==> config.mk <==
export PLATFORM = sky130hd
export DESIGN_NAME = ptc_test_counters
export DESIGN_NICKNAME = d
export VERILOG_FILES = /design/src/common/ptc_pkg.sv /design/src/design/ptc_test_counters.sv /design/src/design/ptc_pkt_gen.sv
export SDC_FILE = /design/constraint.sdc
export NUM_CORES = 1
export LEC_CHECK = 0
export ABC_AREA = 1
export BUFFER_PORTS_ARGS = -buffer_cell sky130_fd_sc_hd__buf_2
export CAP_MARGIN = 20
export CORE_MARGIN = 1
export CORE_UTILIZATION = 59
export CTS_CLUSTER_DIAMETER = 200
export CTS_CLUSTER_SIZE = 25
export DETAILED_ROUTE_END_ITERATION = 16
export PLACE_DENSITY = 0.8
export SLEW_MARGIN = 20
export SYNTH_ARGS = -nofsm -noshare
export SYNTH_HDL_FRONTEND = slang
export SYNTH_HIERARCHICAL = 1
export SYNTH_SLANG_ARGS = --single-unit
==> constraint.sdc <==
create_clock -name aclk -period 2.85 [get_ports aclk]
set_input_delay 0 -clock aclk [delete_from_list [all_inputs] [get_ports aclk]]
set_output_delay 0 -clock aclk [all_outputs]
set_load 0.02 [all_outputs]
==> src/common/ptc_pkg.sv <==
package ptc_pkg;

	// ------------------------------------------------------------
	// register indices and byte addresses
	// ------------------------------------------------------------
	localparam logic [11:0] IDX_BYTE_TOTAL = 12'h071;
	localparam logic [11:0] IDX_ERR_CMD = 12'h072;
	localparam logic [11:0] IDX_PKT_LEN = 12'h07B;
	localparam logic [11:0] IDX_IPG = 12'h07C;
	localparam logic [11:0] ADDR_BYTE_TOTAL = 12'(IDX_BYTE_TOTAL * 4);
	localparam logic [11:0] ADDR_ERR_CMD = 12'(IDX_ERR_CMD * 4);
	localparam logic [11:0] ADDR_PKT_LEN = 12'(IDX_PKT_LEN * 4);
	localparam logic [11:0] ADDR_IPG = 12'(IDX_IPG * 4);
	localparam logic [11:0] ADDR_CTRL = 12'h200;
	localparam logic [11:0] ADDR_PKT_COUNT = 12'h204;
	localparam logic [11:0] ADDR_IRQ_STATUS = 12'h208;
	localparam logic [11:0] ADDR_IRQ_MASK = 12'h20C;

	// ------------------------------------------------------------
	// field positions
	// ------------------------------------------------------------
	localparam int CMD_LOCK_BIT = 0;
	localparam int CMD_LOCK_CLEAR_BIT = 1;
	localparam int BYTE_OVF_BIT = 9;
	localparam int PKT_OVF_BIT = 10;
	localparam int CTRL_COUNT_MODE_BIT = 0;
	localparam int CTRL_GEN_ENABLE_BIT = 1;
	localparam int IRQ_ERR_BIT = 0;
	localparam int IRQ_BYTE_OVF_BIT = 1;
	localparam int IRQ_PKT_OVF_BIT = 2;
	localparam int IRQ_WIDTH = 3;

	// ------------------------------------------------------------
	// reset values and limits
	// ------------------------------------------------------------
	localparam logic [15:0] PKT_LEN_RESET = 16'h05DC;
	localparam logic [7:0] IPG_RESET = 8'h7D;
	localparam logic [15:0] ERR_CNT_MAX = 16'h00FF;
	localparam logic [15:0] WORD16_MAX = 16'hFFFF;
	localparam logic [15:0] GAP_BYTES_PER_UNIT = 16'h0004;
	localparam logic [7:0] LFSR_SEED = 8'h7F;

	// ------------------------------------------------------------
	// bus answers
	// ------------------------------------------------------------
	localparam logic [1:0] RESP_OKAY = 2'h0;
	localparam logic [1:0] RESP_SLVERR = 2'h2;

	typedef enum logic [1:0] {
		PTC_GEN_IDLE = 2'h0,
		PTC_GEN_PACKET = 2'h1,
		PTC_GEN_GAP = 2'h3
	} ptc_gen_state_e;

endpackage

==> src/design/ptc_test_counters.sv <==
`timescale 1ns/1ps
// How it works
// - eight-bit errored byte count in low byte
// - writing command bit 0 locks counter values
// - writing command bit 1 locks, then zeroes counters
// - mode zero: errored count stops at 0xFF
// - packet counter overflow flag at bit 10
// - byte counter overflow flag at bit 9
// - flags stay until lock-and-clear clears them
// - packet length field, resets to 1500
// - idle gap equals eight-bit units times four bytes, plus two clocks
// - gap register resets to 125 units
// - sixteen-bit byte total, locked, saturating in mode zero and wrapping in mode one
module ptc_test_counters
	import ptc_pkg::*;
(
	input wire logic aclk,
	input wire logic aresetn,
	input wire logic [11:0] s_axi_awaddr,
	input wire logic [2:0] s_axi_awprot,
	input wire logic s_axi_awvalid,
	output logic s_axi_awready,
	input wire logic [31:0] s_axi_wdata,
	input wire logic [3:0] s_axi_wstrb,
	input wire logic s_axi_wvalid,
	output logic s_axi_wready,
	output logic [1:0] s_axi_bresp,
	output logic s_axi_bvalid,
	input wire logic s_axi_bready,
	input wire logic [11:0] s_axi_araddr,
	input wire logic [2:0] s_axi_arprot,
	input wire logic s_axi_arvalid,
	output logic s_axi_arready,
	output logic [31:0] s_axi_rdata,
	output logic [1:0] s_axi_rresp,
	output logic s_axi_rvalid,
	input wire logic s_axi_rready,
	input wire logic chk_byte_valid,
	input wire logic chk_byte_error,
	input wire logic chk_packet_end,
	output logic gen_valid,
	output logic gen_first,
	output logic gen_last,
	output logic [7:0] gen_data,
	output logic irq
);

	// ------------------------------------------------------------
	// state
	// ------------------------------------------------------------
	typedef struct packed {
		logic aw_held;
		logic [11:0] aw_addr;
		logic w_held;
		logic [31:0] w_data;
		logic [3:0] w_strb;
		logic bvalid;
		logic [1:0] bresp;
		logic rvalid;
		logic [1:0] rresp;
		logic [31:0] rdata;
		logic [15:0] pkt_len;
		logic [7:0] ipg;
		logic count_mode;
		logic gen_enable;
		logic [7:0] err_cnt;
		logic [15:0] byte_total;
		logic [15:0] pkt_cnt;
		logic [7:0] lock_err;
		logic [15:0] lock_byte;
		logic [15:0] lock_pkt;
		logic byte_ovf;
		logic pkt_ovf;
		logic [IRQ_WIDTH-1:0] irq_status;
		logic [IRQ_WIDTH-1:0] irq_mask;
	} ptc_regs_s;

	ptc_regs_s cur;
	ptc_regs_s next_cur;

	// ------------------------------------------------------------
	// helpers
	// ------------------------------------------------------------
	// returns {overflow, next value}; at the limit wrap to zero or hold
	function automatic logic [16:0] bump(input logic [15:0] v, input logic [15:0] maxv,
		input logic wrap);
		if (v == maxv) begin
			return {1'b1, (wrap ? 16'h0000 : v)};
		end
		return {1'b0, 16'(v + 16'h0001)};
	endfunction

	function automatic logic [15:0] merge16(input logic [15:0] old, input logic [31:0] d,
		input logic [3:0] strb);
		logic [15:0] r;
		r = old;
		if (strb[0]) begin
			r[7:0] = d[7:0];
		end
		if (strb[1]) begin
			r[15:8] = d[15:8];
		end
		return r;
	endfunction

	function automatic logic is_mapped(input logic [11:0] a);
		return a == ADDR_BYTE_TOTAL || a == ADDR_ERR_CMD || a == ADDR_PKT_LEN
			|| a == ADDR_IPG || a == ADDR_CTRL || a == ADDR_PKT_COUNT
			|| a == ADDR_IRQ_STATUS || a == ADDR_IRQ_MASK;
	endfunction

	logic [16:0] err_step;
	logic [16:0] byte_step;
	logic [16:0] pkt_step;
	logic do_write;
	logic cmd_lock;
	logic cmd_clear;
	logic [31:0] read_word;

	// ------------------------------------------------------------
	// counter steps
	// ------------------------------------------------------------
	// mode zero saturates, any other mode wraps
	assign err_step = bump({8'h00, cur.err_cnt}, ERR_CNT_MAX, cur.count_mode);
	assign byte_step = bump(cur.byte_total, WORD16_MAX, cur.count_mode);
	assign pkt_step = bump(cur.pkt_cnt, WORD16_MAX, cur.count_mode);

	assign do_write = cur.aw_held && cur.w_held && !cur.bvalid;
	assign cmd_lock = do_write && cur.aw_addr == ADDR_ERR_CMD && cur.w_strb[0]
		&& cur.w_data[CMD_LOCK_BIT];
	assign cmd_clear = do_write && cur.aw_addr == ADDR_ERR_CMD && cur.w_strb[0]
		&& cur.w_data[CMD_LOCK_CLEAR_BIT];

	// ------------------------------------------------------------
	// read decode
	// ------------------------------------------------------------
	always_comb begin
		read_word = 32'h0000_0000;
		unique case (s_axi_araddr)
			ADDR_BYTE_TOTAL: read_word = {16'h0000, cur.lock_byte};
			ADDR_ERR_CMD: begin
				read_word[7:0] = cur.lock_err;
				read_word[BYTE_OVF_BIT] = cur.byte_ovf;
				read_word[PKT_OVF_BIT] = cur.pkt_ovf;
			end
			ADDR_PKT_LEN: read_word = {16'h0000, cur.pkt_len};
			ADDR_IPG: read_word = {24'h000000, cur.ipg};
			ADDR_CTRL: begin
				read_word[CTRL_COUNT_MODE_BIT] = cur.count_mode;
				read_word[CTRL_GEN_ENABLE_BIT] = cur.gen_enable;
			end
			ADDR_PKT_COUNT: read_word = {16'h0000, cur.lock_pkt};
			ADDR_IRQ_STATUS: read_word[IRQ_WIDTH-1:0] = cur.irq_status;
			ADDR_IRQ_MASK: read_word[IRQ_WIDTH-1:0] = cur.irq_mask;
			default: read_word = 32'h0000_0000;
		endcase
	end

	// ------------------------------------------------------------
	// next state
	// ------------------------------------------------------------
	always_comb begin
		next_cur = cur;

		// write address and data taken in either order
		if (s_axi_awvalid && s_axi_awready) begin
			next_cur.aw_held = 1'b1;
			next_cur.aw_addr = s_axi_awaddr;
		end
		if (s_axi_wvalid && s_axi_wready) begin
			next_cur.w_held = 1'b1;
			next_cur.w_data = s_axi_wdata;
			next_cur.w_strb = s_axi_wstrb;
		end
		if (cur.bvalid && s_axi_bready) begin
			next_cur.bvalid = 1'b0;
		end

		// live counters fed by the checker
		if (chk_byte_valid) begin
			next_cur.byte_total = byte_step[15:0];
			if (byte_step[16]) begin
				next_cur.byte_ovf = 1'b1;
				next_cur.irq_status[IRQ_BYTE_OVF_BIT] = 1'b1;
			end
			if (chk_byte_error) begin
				next_cur.err_cnt = err_step[7:0];
				next_cur.irq_status[IRQ_ERR_BIT] = 1'b1;
			end
		end
		if (chk_packet_end) begin
			next_cur.pkt_cnt = pkt_step[15:0];
			if (pkt_step[16]) begin
				next_cur.pkt_ovf = 1'b1;
				next_cur.irq_status[IRQ_PKT_OVF_BIT] = 1'b1;
			end
		end

		// register write, answered one cycle after both halves are held
		if (do_write) begin
			next_cur.aw_held = 1'b0;
			next_cur.w_held = 1'b0;
			next_cur.bvalid = 1'b1;
			next_cur.bresp = is_mapped(cur.aw_addr) ? RESP_OKAY : RESP_SLVERR;
			unique case (cur.aw_addr)
				ADDR_PKT_LEN: next_cur.pkt_len = merge16(cur.pkt_len, cur.w_data,
					cur.w_strb);
				ADDR_IPG: begin
					if (cur.w_strb[0]) begin
						next_cur.ipg = cur.w_data[7:0];
					end
				end
				ADDR_CTRL: begin
					if (cur.w_strb[0]) begin
						next_cur.count_mode = cur.w_data[CTRL_COUNT_MODE_BIT];
						next_cur.gen_enable = cur.w_data[CTRL_GEN_ENABLE_BIT];
					end
				end
				ADDR_IRQ_MASK: begin
					if (cur.w_strb[0]) begin
						next_cur.irq_mask = cur.w_data[IRQ_WIDTH-1:0];
					end
				end
				default: begin
				end
			endcase
		end

		// lock takes a snapshot of the live counters for reading
		if (cmd_lock || cmd_clear) begin
			next_cur.lock_err = cur.err_cnt;
			next_cur.lock_byte = cur.byte_total;
			next_cur.lock_pkt = cur.pkt_cnt;
		end
		// lock-and-clear zeroes counters and flags; a new overflow still wins
		if (cmd_clear) begin
			next_cur.err_cnt = 8'h00;
			next_cur.byte_total = 16'h0000;
			next_cur.pkt_cnt = 16'h0000;
			next_cur.byte_ovf = chk_byte_valid && byte_step[16];
			next_cur.pkt_ovf = chk_packet_end && pkt_step[16];
		end

		// interrupt status cleared by writing one, a new event wins
		if (do_write && cur.aw_addr == ADDR_IRQ_STATUS && cur.w_strb[0]) begin
			next_cur.irq_status = cur.irq_status & ~cur.w_data[IRQ_WIDTH-1:0];
			if (chk_byte_valid && chk_byte_error) begin
				next_cur.irq_status[IRQ_ERR_BIT] = 1'b1;
			end
			if (chk_byte_valid && byte_step[16]) begin
				next_cur.irq_status[IRQ_BYTE_OVF_BIT] = 1'b1;
			end
			if (chk_packet_end && pkt_step[16]) begin
				next_cur.irq_status[IRQ_PKT_OVF_BIT] = 1'b1;
			end
		end

		// read channel
		if (cur.rvalid && s_axi_rready) begin
			next_cur.rvalid = 1'b0;
		end
		if (s_axi_arvalid && s_axi_arready) begin
			next_cur.rvalid = 1'b1;
			next_cur.rdata = read_word;
			next_cur.rresp = is_mapped(s_axi_araddr) ? RESP_OKAY : RESP_SLVERR;
		end
	end

	// ------------------------------------------------------------
	// registers
	// ------------------------------------------------------------
	always_ff @(posedge aclk) begin
		if (!aresetn) begin
			cur <= '0;
			cur.pkt_len <= PKT_LEN_RESET;
			cur.ipg <= IPG_RESET;
		end else begin
			cur <= next_cur;
		end
	end

	// ------------------------------------------------------------
	// outputs
	// ------------------------------------------------------------
	assign s_axi_awready = !cur.aw_held && !cur.bvalid;
	assign s_axi_wready = !cur.w_held && !cur.bvalid;
	assign s_axi_bvalid = cur.bvalid;
	assign s_axi_bresp = cur.bresp;
	assign s_axi_arready = !cur.rvalid;
	assign s_axi_rvalid = cur.rvalid;
	assign s_axi_rdata = cur.rdata;
	assign s_axi_rresp = cur.rresp;
	assign irq = |(cur.irq_status & cur.irq_mask);

	ptc_pkt_gen u_gen (
		.aclk(aclk),
		.aresetn(aresetn),
		.enable(cur.gen_enable),
		.packet_length(cur.pkt_len),
		.gap_units(cur.ipg),
		.gen_valid(gen_valid),
		.gen_first(gen_first),
		.gen_last(gen_last),
		.gen_data(gen_data)
	);

endmodule

==> src/design/ptc_pkt_gen.sv <==
`timescale 1ns/1ps
module ptc_pkt_gen
	import ptc_pkg::*;
(
	input wire logic aclk,
	input wire logic aresetn,
	input wire logic enable,
	input wire logic [15:0] packet_length,
	input wire logic [7:0] gap_units,
	output logic gen_valid,
	output logic gen_first,
	output logic gen_last,
	output logic [7:0] gen_data
);

	// ------------------------------------------------------------
	// state
	// ------------------------------------------------------------
	typedef struct packed {
		ptc_gen_state_e state;
		logic [15:0] count;
		logic [7:0] lfsr;
		logic valid;
		logic first;
		logic last;
		logic [7:0] data;
	} ptc_gen_s;

	ptc_gen_s cur;
	ptc_gen_s next_cur;

	// eight steps of x^7 + x^6 + 1 give one fresh byte
	function automatic logic [7:0] lfsr_byte(input logic [7:0] v);
		logic [7:0] s;
		s = v;
		for (int i = 0; i < 8; i++) begin
			s = {s[6:0], s[6] ^ s[5]};
		end
		return s;
	endfunction

	// ------------------------------------------------------------
	// sequencer
	// ------------------------------------------------------------
	always_comb begin
		next_cur = cur;
		next_cur.valid = 1'b0;
		next_cur.first = 1'b0;
		next_cur.last = 1'b0;
		unique case (cur.state)
			PTC_GEN_IDLE: begin
				if (enable && packet_length != 16'h0000) begin
					next_cur.state = PTC_GEN_PACKET;
					next_cur.count = 16'h0000;
				end
			end
			PTC_GEN_PACKET: begin
				// one byte per clock until the programmed length is sent
				next_cur.valid = 1'b1;
				next_cur.first = (cur.count == 16'h0000);
				next_cur.data = cur.lfsr;
				next_cur.lfsr = lfsr_byte(cur.lfsr);
				next_cur.count = 16'(cur.count + 16'h0001);
				if (16'(cur.count + 16'h0001) >= packet_length) begin
					next_cur.last = 1'b1;
					next_cur.count = 16'h0000;
					next_cur.state = PTC_GEN_GAP;
				end
			end
			PTC_GEN_GAP: begin
				// idle gap of four bytes per programmed unit
				if (cur.count >= 16'({8'h00, gap_units} * GAP_BYTES_PER_UNIT)) begin
					next_cur.count = 16'h0000;
					next_cur.state = PTC_GEN_IDLE;
				end else begin
					next_cur.count = 16'(cur.count + 16'h0001);
				end
			end
		endcase
	end

	always_ff @(posedge aclk) begin
		if (!aresetn) begin
			cur <= '{state: PTC_GEN_IDLE, count: 16'h0000, lfsr: LFSR_SEED, valid: 1'b0,
				first: 1'b0, last: 1'b0, data: 8'h00};
		end else begin
			cur <= next_cur;
		end
	end

	assign gen_valid = cur.valid;
	assign gen_first = cur.first;
	assign gen_last = cur.last;
	assign gen_data = cur.data;

endmodule

### Word-level counts from Yosys, hierarchy flattened

Cells that the tools add are included.

| operators by class | value |
|---|---|
| eq/ne operators | 27 |
| bitwise operators | 12 |
| add/sub/neg operators | 4 |
| multiplexer cells | 41 |
| reduce and logical (&&, ||, !) cells | 70 |
| $lt $le $gt $ge | 2 |

Operator list:

| cell | number |
|---|---|
| $eq 12x10->1 const B | 8 |
| $eq 12x9->1 const B | 8 |
| $mux 17 | 4 |
| $pmux 18 s3 | 1 |
| $add 16x1->16 const B | 3 |
| $mux 18 | 2 |
| $mux 35 | 1 |
| $eq 16x16->1 const B | 2 |
| $mux 16 | 2 |
| $pmux 5 s5 | 1 |
| $mux 8 | 3 |
| $reduce_bool 2->1 | 11 |
| $reduce_and 3->1 | 7 |
| $logic_and 1x1->1 | 19 |
| $ge 16x10->1 | 1 |
| $ge 16x16->1 | 1 |
| $logic_not 16->1 | 1 |
| $pmux 2 s8 | 1 |
| $reduce_and 2->1 | 8 |
| $reduce_bool 16->1 | 1 |
| $logic_or 1x1->1 | 15 |
| $pmux 5 s3 | 1 |
| $mux 2 | 7 |
| $mux 1 | 12 |
| other kinds (19) | 36 |

| word-level totals | value |
|---|---|
| register bits | 221 |
| input bits | 76 |

### Longest topological paths before layout

Gate-level depths: netlist of the first run.

| depth | value |
|---|---|
| depth in word-level cells | 10 |
| mapped depth | 20 |
| gate-level depth less buffers | 19 |

### By module

Netlist of the first run, hierarchy kept.

By module, submodules not included:

| module | instances | seq. area each (um^2) | cells each | area each (um^2) |
|---|---|---|---|---|
| ptc_test_counters | 1 | 3,323.2 | 1,160 | 8,090.3 |
| ptc_pkt_gen | 1 | 740.7 | 372 | 2,539.9 |

### Least setup slack after synthesis of the first run

Ideal clock, no wire load.

| path | value |
|---|---|
| path kind | reg-to-reg |
| start | reg u_gen/cur[19] (netlist bit) |
| end | reg u_gen/cur[19] (netlist bit) |
| cell stages (with the launch flop) | 17 |
| slack | 0.413 ns |
| setup time | 0.115 ns |
| arrival time | 2.322 ns |
| path through | dfxtp_1 > ha_1 > nand2_1 > nor2_1 > nand2_1 > nor3_2 > xor2_1 > inv_1 > ha_1 > nand2_1 > nor3_1 > nand2_1 > nand3_1 > nand2_4 > buf_8 > o21ai_0 > inv_1 |

| between the ends | value |
|---|---|
| word-level cells in the longest chain between the ends | 4 |
| elaborated cells on any way between the ends | 6 |

RTL lines:

| what | RTL line | text |
|---|---|---|
| start, declared | ptc_pkt_gen.sv:29 | `ptc_gen_s cur;` |
| start signal, assigned | ptc_pkt_gen.sv:84 | `cur <= '{state: PTC_GEN_IDLE, count: 16'h0000, lfsr: LFSR_SEED, valid: 1'b0,` |
| start signal, assigned | ptc_pkt_gen.sv:87 | `cur <= next_cur;` |
| $add 16x1->16 | ptc_pkt_gen.sv:63, ptc_pkt_gen.sv:64, ptc_pkt_gen.sv:76 |  |
| $ge 16x16->1 | ptc_pkt_gen.sv:64 | `if (16'(cur.count + 16'h0001) >= packet_length) begin` |
| $mux 18 | ptc_pkt_gen.sv:64 |  |
| $pmux 18 s3 (*) | ptc_pkt_gen.sv:50 | `unique case (cur.state)` |

Mark *: on every way between the ends. The rest lies on a longest branch, timed or not. The select of a mux whose other input is x is not followed.
A chain may end at the register's enable or synchronous reset.

### Worst setup path in the final report of the first run

| path | value |
|---|---|
| start | reg u_gen/cur[20] (netlist bit) |
| end | reg u_gen/cur[19] (netlist bit) |

| between the ends | value |
|---|---|
| word-level cells in the longest chain between the ends | 4 |
| elaborated cells on any way between the ends | 6 |

RTL lines:

| what | RTL line |
|---|---|
| $add 16x1->16 | ptc_pkt_gen.sv:64 |
| $ge 16x16->1 | ptc_pkt_gen.sv:64 |
| $mux 18 | ptc_pkt_gen.sv:64 |
| $pmux 18 s3 (*) | ptc_pkt_gen.sv:50 |

Marks and branches as above.

==> results of run 1 <==
==> registers in the layout (all words and copies together), names as in the netlist <==
| signal | cells |
|---|---|
| cur | 146 |
| u_gen/cur | 26 |
| s_axi_rdata | 16 |
| u_gen/gen_data | 8 |
| s_axi_bresp | 1 |
| s_axi_bvalid | 1 |
| s_axi_rresp | 1 |
| s_axi_rvalid | 1 |
| u_gen/gen_first | 1 |
| u_gen/gen_last | 1 |
| u_gen/gen_valid | 1 |
==> per-layer routing <==
metal  up-vias  wire length [um]  track usage (%)
li1       5048                 -                -
met1      4582             11900             37.6
met2       326             12300             47.9
met3        65              1500             4.21
met4         2               843             10.2
met5         -                13                0
==> metrics by stage <==
| step | total power [uW] | util [%] | setup WS (ps) |
|---|---|---|---|
| 2_1_floorplan | 3470 | - | 413 |
| 3_3_place_gp | 3560 | 62.5 | 243 |
| 3_5_place_dp | 3580 | 62.5 | 205 |
| 4_1_cts | 5370 | 66.6 | 118 |
| 5_1_grt | 5560 | 66.8 | 11.8 |
| 6_report | 5370 | 66.8 | 201 |
==> critical path, delay by kind of cell (launching register included) <==
| kind | cells | cell delay [ps] |
|---|---|---|
| XOR/XNOR | 1 | 160 |
| buffers and inverters | 2 | 140 |
| flip-flops | 1 | 410 |
| AND/OR/NAND/NOR | 9 | 1080 |
| adder cells (fa/ha/maj) | 2 | 530 |
| AO/OA/AOI/OAI | 1 | 200 |
==> cells in the final DEF, fill, tap and decap left out, types with 7 or more instances in the layout <==
master           n
nand2_1        330
xnor2_1          7
or2_2            8
xor2_1          21
o211ai_1        17
ha_1            28
dfxtp_1        201
nor3_1          20
conb_1          18
nor2_2           8
a21oi_1        153
buf_2           86
dlygate4sd3_1   37
clkbuf_16       13
nand3_1        117
inv_1          182
nand4_1         21
nor2_1         153
o21ai_0         98
a21oi_2          7
==> layout make-up <==
class | count | area [um2]
Clock buffer | 13 | 325
Clock inverter | 1 | 30.0
Fill cell | 1548 | 5790
Inverter | 189 | 709
Multi-Input combinational cell | 1065 | 5360
Sequential cell | 203 | 4070
Tap cell | 225 | 282
Timing Repair Buffer | 129 | 858
==> repair_timing <==
item / in CTS / in global routing
endpoints found under the hold margin: 61 / 0
gates resized for setup: 0 / 6
hold buffers: 37 / 0
setup endpoints to repair: 0 / 17
==> cells by family after synthesis <==
kind of cell	Yosys count	share of synthesized area, %
and+or+nand+nor	693	28.9
AOI/OAI and AO/OA	296	14.9
buffers and inverters	282	12.1
DFF	203	38.2
adders and majority gates	29	3.41
xor gates and xnor gates	28	2.31
other	1	0.0353
==> power groups by stage <==
stage          logic (uW)  clock network, uW  registers [uW]
6_report              571               1800            2990
5_1_grt               639               1920            3010
4_1_cts               559               1820            2990
3_5_place_dp          518                  0            3060
3_3_place_gp          508                  0            3050
2_1_floorplan         424                  0            3040
==> path summary, 6_finish.rpt <==
check             cells past startpoint           from  slack, ps       endpoint
setup / recovery                     15  u_gen/cur[20]        200  u_gen/cur[19]
hold / removal                        3        aresetn         20  u_gen/cur[23]
setup reg to reg                     15  u_gen/cur[20]        200  u_gen/cur[19]
hold reg to reg                       2        cur[40]        450        cur[40]
==> tab_implementation.tex, run 1 <==
\begin{tabular}{lr}
\hline
Metric & Value \\
\hline
\multicolumn{2}{l}{\textbf{Pwr}} \\
Sw frac & 26.2\% \\
Combinational share of power & 10.7\% \\
Maximum vdd drop & 600 uV \\
Share of power burned in the clock network & 33.5\% \\
Static leakage & 0.00508 uW \\
Switching power of the nets & 1410 uW \\
Internal power summed over all cells & 3960 uW \\
Share of total power in sequential cells & 55.8\% \\
Pwr/cell area & 461 nW/um2 \\
\multicolumn{2}{l}{\textbf{Routing}} \\
Vias post-DR & 10023 \\
Number of vias per cell & 5.49 \\
Routed Antenna Nets & 0 \\
Detailed Routing Iterations Pass 1 & 6 \\
DRC violation count after routing & 0 \\
Post-Route WL & 26500 um \\
Average detailed-routed wire length per instance & 14.5 um \\
Detailed router's first-iteration violation count & 745 \\
\multicolumn{2}{l}{\textbf{GRT}} \\
First-pass GRT wire length & 42800 um \\
Global Route Usage Sum & 28.7\% \\
Antenna violations before repair & 1 \\
Number of global-route vias before repair & 8971 \\
Largest net degree at the start of global routing & 81 \\
Congestion Overflow GR & 0 \\
\multicolumn{2}{l}{\textbf{Synth}} \\
Cell with the most instances after synthesis & nand2\_1 \\
Warnings from Yosys & 6 \\
Fraction of registers with async set/reset & 0\% \\
Average cell area after synthesis & 6.94 um2 \\
Biggest area contributors in the synthesized netlist & dfxtp\_1, nand2\_1, a21oi\_1, inv\_1, nand3\_1 \\
Fraction of post-synthesis cell area in the top cell type by area & 38.2\% \\
Number of enable-type register cells in the synthesized netlist & 0 \\
Post-synth design cell area & 10600 um2 \\
Most frequently used flop master after synthesis & dfxtp\_1 \\
Synth top cells by count & nand2\_1, dfxtp\_1, inv\_1, a21oi\_1, nor2\_1 \\
Yosys cell types & 45 \\
Fraction of the yosys area taken by sequential cells & 38.2\% \\
Yosys top cell by area & dfxtp\_1 \\
Number of standard cells after synthesis & 1532 \\
Synthesized flop and latch total & 203 \\
\multicolumn{2}{l}{\textbf{Cells and area}} \\
Area growth syn-to-layout & 9.40\% \\
Ratio of cells with drive above 1 in the final layout & 10.3\% \\
Post-layout instance area & 11600 um2 \\
Number of diodes added for antenna fixing & 0 \\
Number of nets in the finished design & 1705 \\
Number of standard cells in the layout, taps in and fillers out & 1825 \\
\multicolumn{2}{l}{\textbf{Die}} \\
Vertical die dimension & 136 um \\
Num rows & 48 \\
Starting utilization of the core area & 61.0\% \\
Top Ports & 129 \\
Core ar. & 17400 um2 \\
Chip Width & 136 um \\
Total die area & 18600 um2 \\
\multicolumn{2}{l}{\textbf{Worst setup path}} \\
Top fanout value on the critical path & 8 \\
Critical Path Most Common Cell & nand2\_1 \\
Slowest stage cell, crit path & dfxtp\_1 \\
CP Data Required Time & 3220 ps \\
Worst setup path category & reg2reg \\
Startpoint type of the worst setup path & flip-flop \\
Critical Path AT & 3020 ps \\
Cell Chain, Critical Path & ha\_2, nand2\_1, nor2\_2, nand2\_1, nor3\_2, xor2\_1, inv\_1, ha\_1, nand2\_1, nor3\_1, nand2\_1, nand3\_2, nand2\_2, o21ai\_0, inv\_1 \\
Critical Path End Type & flip-flop \\
Max incr delay on CP & 410 ps \\
\multicolumn{2}{l}{\textbf{STA}} \\
Total setup violations reported at the end of the flow & 0 \\
Setup repair after global routing missed its margin & false \\
Slew at the pin closest to its max-slew limit & 884 ps \\
Count of pins over their slew limit & 0 \\
Clock Skew & 27.0 ps \\
Tightest hold margin & 24.9 ps \\
Setup TNS & 0 ps \\
Endpoints failing hold & 0 \\
Time the final worst path needs with I/O delays and setup & 2650 ps \\
Max transition margin & 40.9\% \\
Final period util & 92.9\% \\
Max Fclk & 378 MHz \\
\multicolumn{2}{l}{\textbf{Placement}} \\
Dpl cell area & 10900 um2 \\
Final weighted congestion in routability-driven placement & 0.980 \\
Count of placed standard cells including taps & 1773 \\
Port-buffer cells & 86 \\
Post-DP HPWL & 19000 um \\
\multicolumn{2}{l}{\textbf{Clock network}} \\
Worst-Skew Late Latency & 480 ps \\
Clock tree from TritonCTS & built \\
Root Buffer Master & clkbuf\_16 \\
Clock Sink Count & 203 \\
Max clock buf depth & 3 \\
Worst-path clk slew & 100 ps \\
Number of clock buffers inserted by TritonCTS & 12 \\
Post-CTS Setup Bufs & 0 \\
Max H-tree Level & 1 \\
\multicolumn{2}{l}{\textbf{Min path}} \\
Hold crit path type & in2reg \\
\multicolumn{2}{l}{\textbf{Flow run}} \\
Max-Cap Viols & 0 \\
\multicolumn{2}{l}{\textbf{Status}} \\
Outcome & complete, no violations \\
\hline
\end{tabular}
(Power assumes the default switching activity.)
==> run 2, diff against run 1 <==
Settings changed: PLACE_DENSITY 0.8 to default, PLACE_DENSITY_LB_ADDON from default to 0.15.
==> tab_implementation.tex, run 2 (same netlist as run 1, synthesis figures left out) <==
\begin{tabular}{lr}
\hline
Metric & Value \\
\hline
\multicolumn{2}{l}{\textbf{Cells and area}} \\
Most frequent cells in the layout & nand2\_1, dfxtp\_1, inv\_1, nor2\_1, a21oi\_1 (unchanged) \\
Max reg flops & 146 (unchanged) \\
Post-layout instance area & 11600 um2 (about the same) \\
Most frequent standard cell in the layout excluding fill and tap cells & nand2\_1 (unchanged) \\
Ratio of cells with drive above 1 in the final layout & 10.8\% (was 10.3\%) \\
Number of nets in the finished design & 1705 (unchanged) \\
Area growth syn-to-layout & 9.43\% (was 9.40\%) \\
Most flop-heavy register & cur (unchanged) \\
Final-layout fill cell count & 1598 (was 1548) \\
\multicolumn{2}{l}{\textbf{Min path}} \\
Worst min-delay path startpoint & s\_axi\_arvalid (was aresetn) \\
Hold crit path type & in2reg (unchanged) \\
Hold Path Depth & 5 (was 3) \\
Hold Path Sink & s\_axi\_rdata[0] (was u\_gen/cur[23]) \\
\multicolumn{2}{l}{\textbf{STA}} \\
Worst setup margin & 178 ps (was 201 ps) \\
Total setup violations reported at the end of the flow & 0 (unchanged) \\
Slew at the pin closest to its max-slew limit & 830 ps (was 884 ps) \\
Endpoints failing hold & 0 (unchanged) \\
Tightest hold margin & 10.3 ps (was 24.9 ps) \\
Count of pins over their slew limit & 0 (unchanged) \\
Max transition margin & 44.5\% (was 40.9\%) \\
Time the final worst path needs with I/O delays and setup & 2670 ps (was 2650 ps) \\
Final period util & 93.8\% (was 92.9\%) \\
Clock Skew & 23.6 ps (was 27.0 ps) \\
Max Fclk & 374 MHz (was 378 MHz) \\
\multicolumn{2}{l}{\textbf{Pwr}} \\
Pwr/cell area & 461 nW/um2 (about the same) \\
Maximum vdd drop & 375 uV (was 600 uV) \\
Static leakage & 0.00509 uW (was 0.00508 uW) \\
\multicolumn{2}{l}{\textbf{Worst setup path}} \\
Reg-to-reg setup timing slack & 180 ps (was 200 ps) \\
CP Data Required Time & 3270 ps (was 3220 ps) \\
Startpoint type of the worst setup path & flip-flop (unchanged) \\
Worst setup path category & reg2reg (unchanged) \\
Critical Path AT & 3090 ps (was 3020 ps) \\
Register-to-Register Path Depth & 14 (was 15) \\
Top fanout value on the critical path & 5 (was 8) \\
Critical Path End Type & flip-flop (unchanged) \\
Endpoint of the worst-slack reg-to-reg timing path & u\_gen/cur[27] (was u\_gen/cur[19]) \\
Startpoint of the worst register-to-register path & u\_gen/cur[30] (was u\_gen/cur[20]) \\
\multicolumn{2}{l}{\textbf{Status}} \\
Outcome & complete, no violations (unchanged) \\
\multicolumn{2}{l}{\textbf{Clock network}} \\
Max H-tree Level & 1 (unchanged) \\
Post-CTS Setup Bufs & 0 (unchanged) \\
Clock Sink Count & 203 (unchanged) \\
Worst-path clk slew & 100 ps (about the same) \\
Worst-Skew Late Latency & 470 ps (was 480 ps) \\
Root Buffer Master & clkbuf\_16 (unchanged) \\
Number of clock buffers inserted by TritonCTS & 12 (unchanged) \\
Clock tree from TritonCTS & built (unchanged) \\
Max clock buf depth & 3 (unchanged) \\
\multicolumn{2}{l}{\textbf{Routing}} \\
Number of vias per cell & 5.47 (was 5.49) \\
Post-Route WL & 26800 um (was 26500 um) \\
Vias post-DR & 9984 (was 10023) \\
Routed Antenna Nets & 0 (unchanged) \\
Average detailed-routed wire length per instance & 14.7 um (was 14.5 um) \\
Detailed Routing Iterations Pass 1 & 6 (unchanged) \\
Detailed router's first-iteration violation count & 710 (was 745) \\
DRC violation count after routing & 0 (unchanged) \\
\multicolumn{2}{l}{\textbf{Placement}} \\
Port-buffer cells & 86 (unchanged) \\
Final weighted congestion in routability-driven placement & 0.952 (was 0.980) \\
Setup slack at placement & 146 ps (was 205 ps) \\
Dpl cell area & 10900 um2 (about the same) \\
Post-DP HPWL & 19400 um (was 19000 um) \\
\multicolumn{2}{l}{\textbf{GRT}} \\
Global Route Usage Sum & 29.2\% (was 28.7\%) \\
Number of global-route vias before repair & 8997 (was 8971) \\
Largest net degree at the start of global routing & 81 (unchanged) \\
Antenna violations before repair & 1 (unchanged) \\
Congestion Overflow GR & 0 (unchanged) \\
First-pass GRT wire length & 43600 um (was 42800 um) \\
\multicolumn{2}{l}{\textbf{Die}} \\
Top Ports & 129 (unchanged) \\
Total die area & 18600 um2 (unchanged) \\
Core ar. & 17400 um2 (unchanged) \\
Num rows & 48 (unchanged) \\
Vertical die dimension & 136 um (unchanged) \\
Chip Width & 136 um (unchanged) \\
Starting utilization of the core area & 61.0\% (unchanged) \\
\multicolumn{2}{l}{\textbf{Flow run}} \\
Max-Cap Viols & 0 (unchanged) \\
\hline
\end{tabular}
-- run 2: cell count changes in the layout (fill, tap and decap cells not counted) --
cell | previous run | this run
buf_12 | 1 | 0
buf_4 | 5 | 6
dfxtp_1 | 201 | 196
dfxtp_2 | 2 | 7
diode_2 | 0 | 1
dlygate4sd3_1 | 37 | 36
nand2_4 | 5 | 6
nor3_1 | 20 | 19
nor3_2 | 5 | 6
-- run 2: worst max-delay path, cell delays in order, from the launching register on --
cell and delay (ps):
dfxtp_1 450, nand2_1 100, nor3_1 210, nand4_1 180, xor2_1 310, ha_1 310
nand2_1 130, o21ai_0 130, a21oi_2 160, nand3_2 200, nand2_4 150, nand2_1 70
nand2_1 80, nand2_1 50, inv_1 80
-- run 2: final cells by class --
cell class / instances / area (um2) / area share, %
multi-input combinational: 1066 / 5380 / 46.2
sequential: 203 / 4070 / 35.0
timing repair buffer: 128 / 836 / 7.19
inverter: 189 / 709 / 6.10
clock buffer: 13 / 325 / 2.80
tap: 225 / 282 / 2.42
clock inverter: 1 / 30.0 / 0.258
antenna: 1 / 2.50 / 0.0215
-- run 2: worst max-delay path by stage --
| stage | endpoint | slack [ps] | cells past startpoint | start |
|---|---|---|---|---|
| final | u_gen/cur[27] | 180 | 14 | u_gen/cur[30] |
| after global placement | u_gen/cur[20] | 250 | 17 | u_gen/cur[19] |
| after CTS | u_gen/cur[27] | 100 | 17 | u_gen/cur[19] |
| after global routing | u_gen/cur[20] | -20 | 17 | u_gen/cur[19] |
| after floorplan | u_gen/cur[19] | 410 | 16 | u_gen/cur[19] |
| after detailed placement | u_gen/cur[27] | 150 | 17 | u_gen/cur[19] |
-- run 2: metrics by stage --
step	utilization, %	total power, uW	cells	TNS [ps]
2_1_floorplan	-	3470	1549	0
5_1_grt	66.8	5570	1826	-80.2
3_5_place_dp	62.4	3570	1773	0
3_3_place_gp	62.4	3560	1773	0
4_1_cts	66.5	5380	1823	0
6_report	66.8	5360	1826	0
-- run 2: layer usage --
layer / GRT usage, % / up-vias / wire, um
met3: 2.80 / 48 / 1480
met1: 39.4 / 4590 / 12000
li1: - / 5035 / -
met5: 0 / - / 0
met4: 7.28 / 0 / 604
met2: 49.8 / 311 / 12800
-- run 2: where the power goes --
part	internal (uW)	leakage [uW]	switching, uW	total [uW]
logic	188	0.00327	378	566
registers	2930	0.00165	64.6	2990
clock network	839	0.000172	958	1800
total	3960	0.00509	1400	5360
-- run 2: what timing repair did --
item	4_1_cts	5_1_grt
endpoints found under the hold margin	47	0
resized for setup	0	13
endpoints found under the setup margin	0	17
hold buffers	36	0
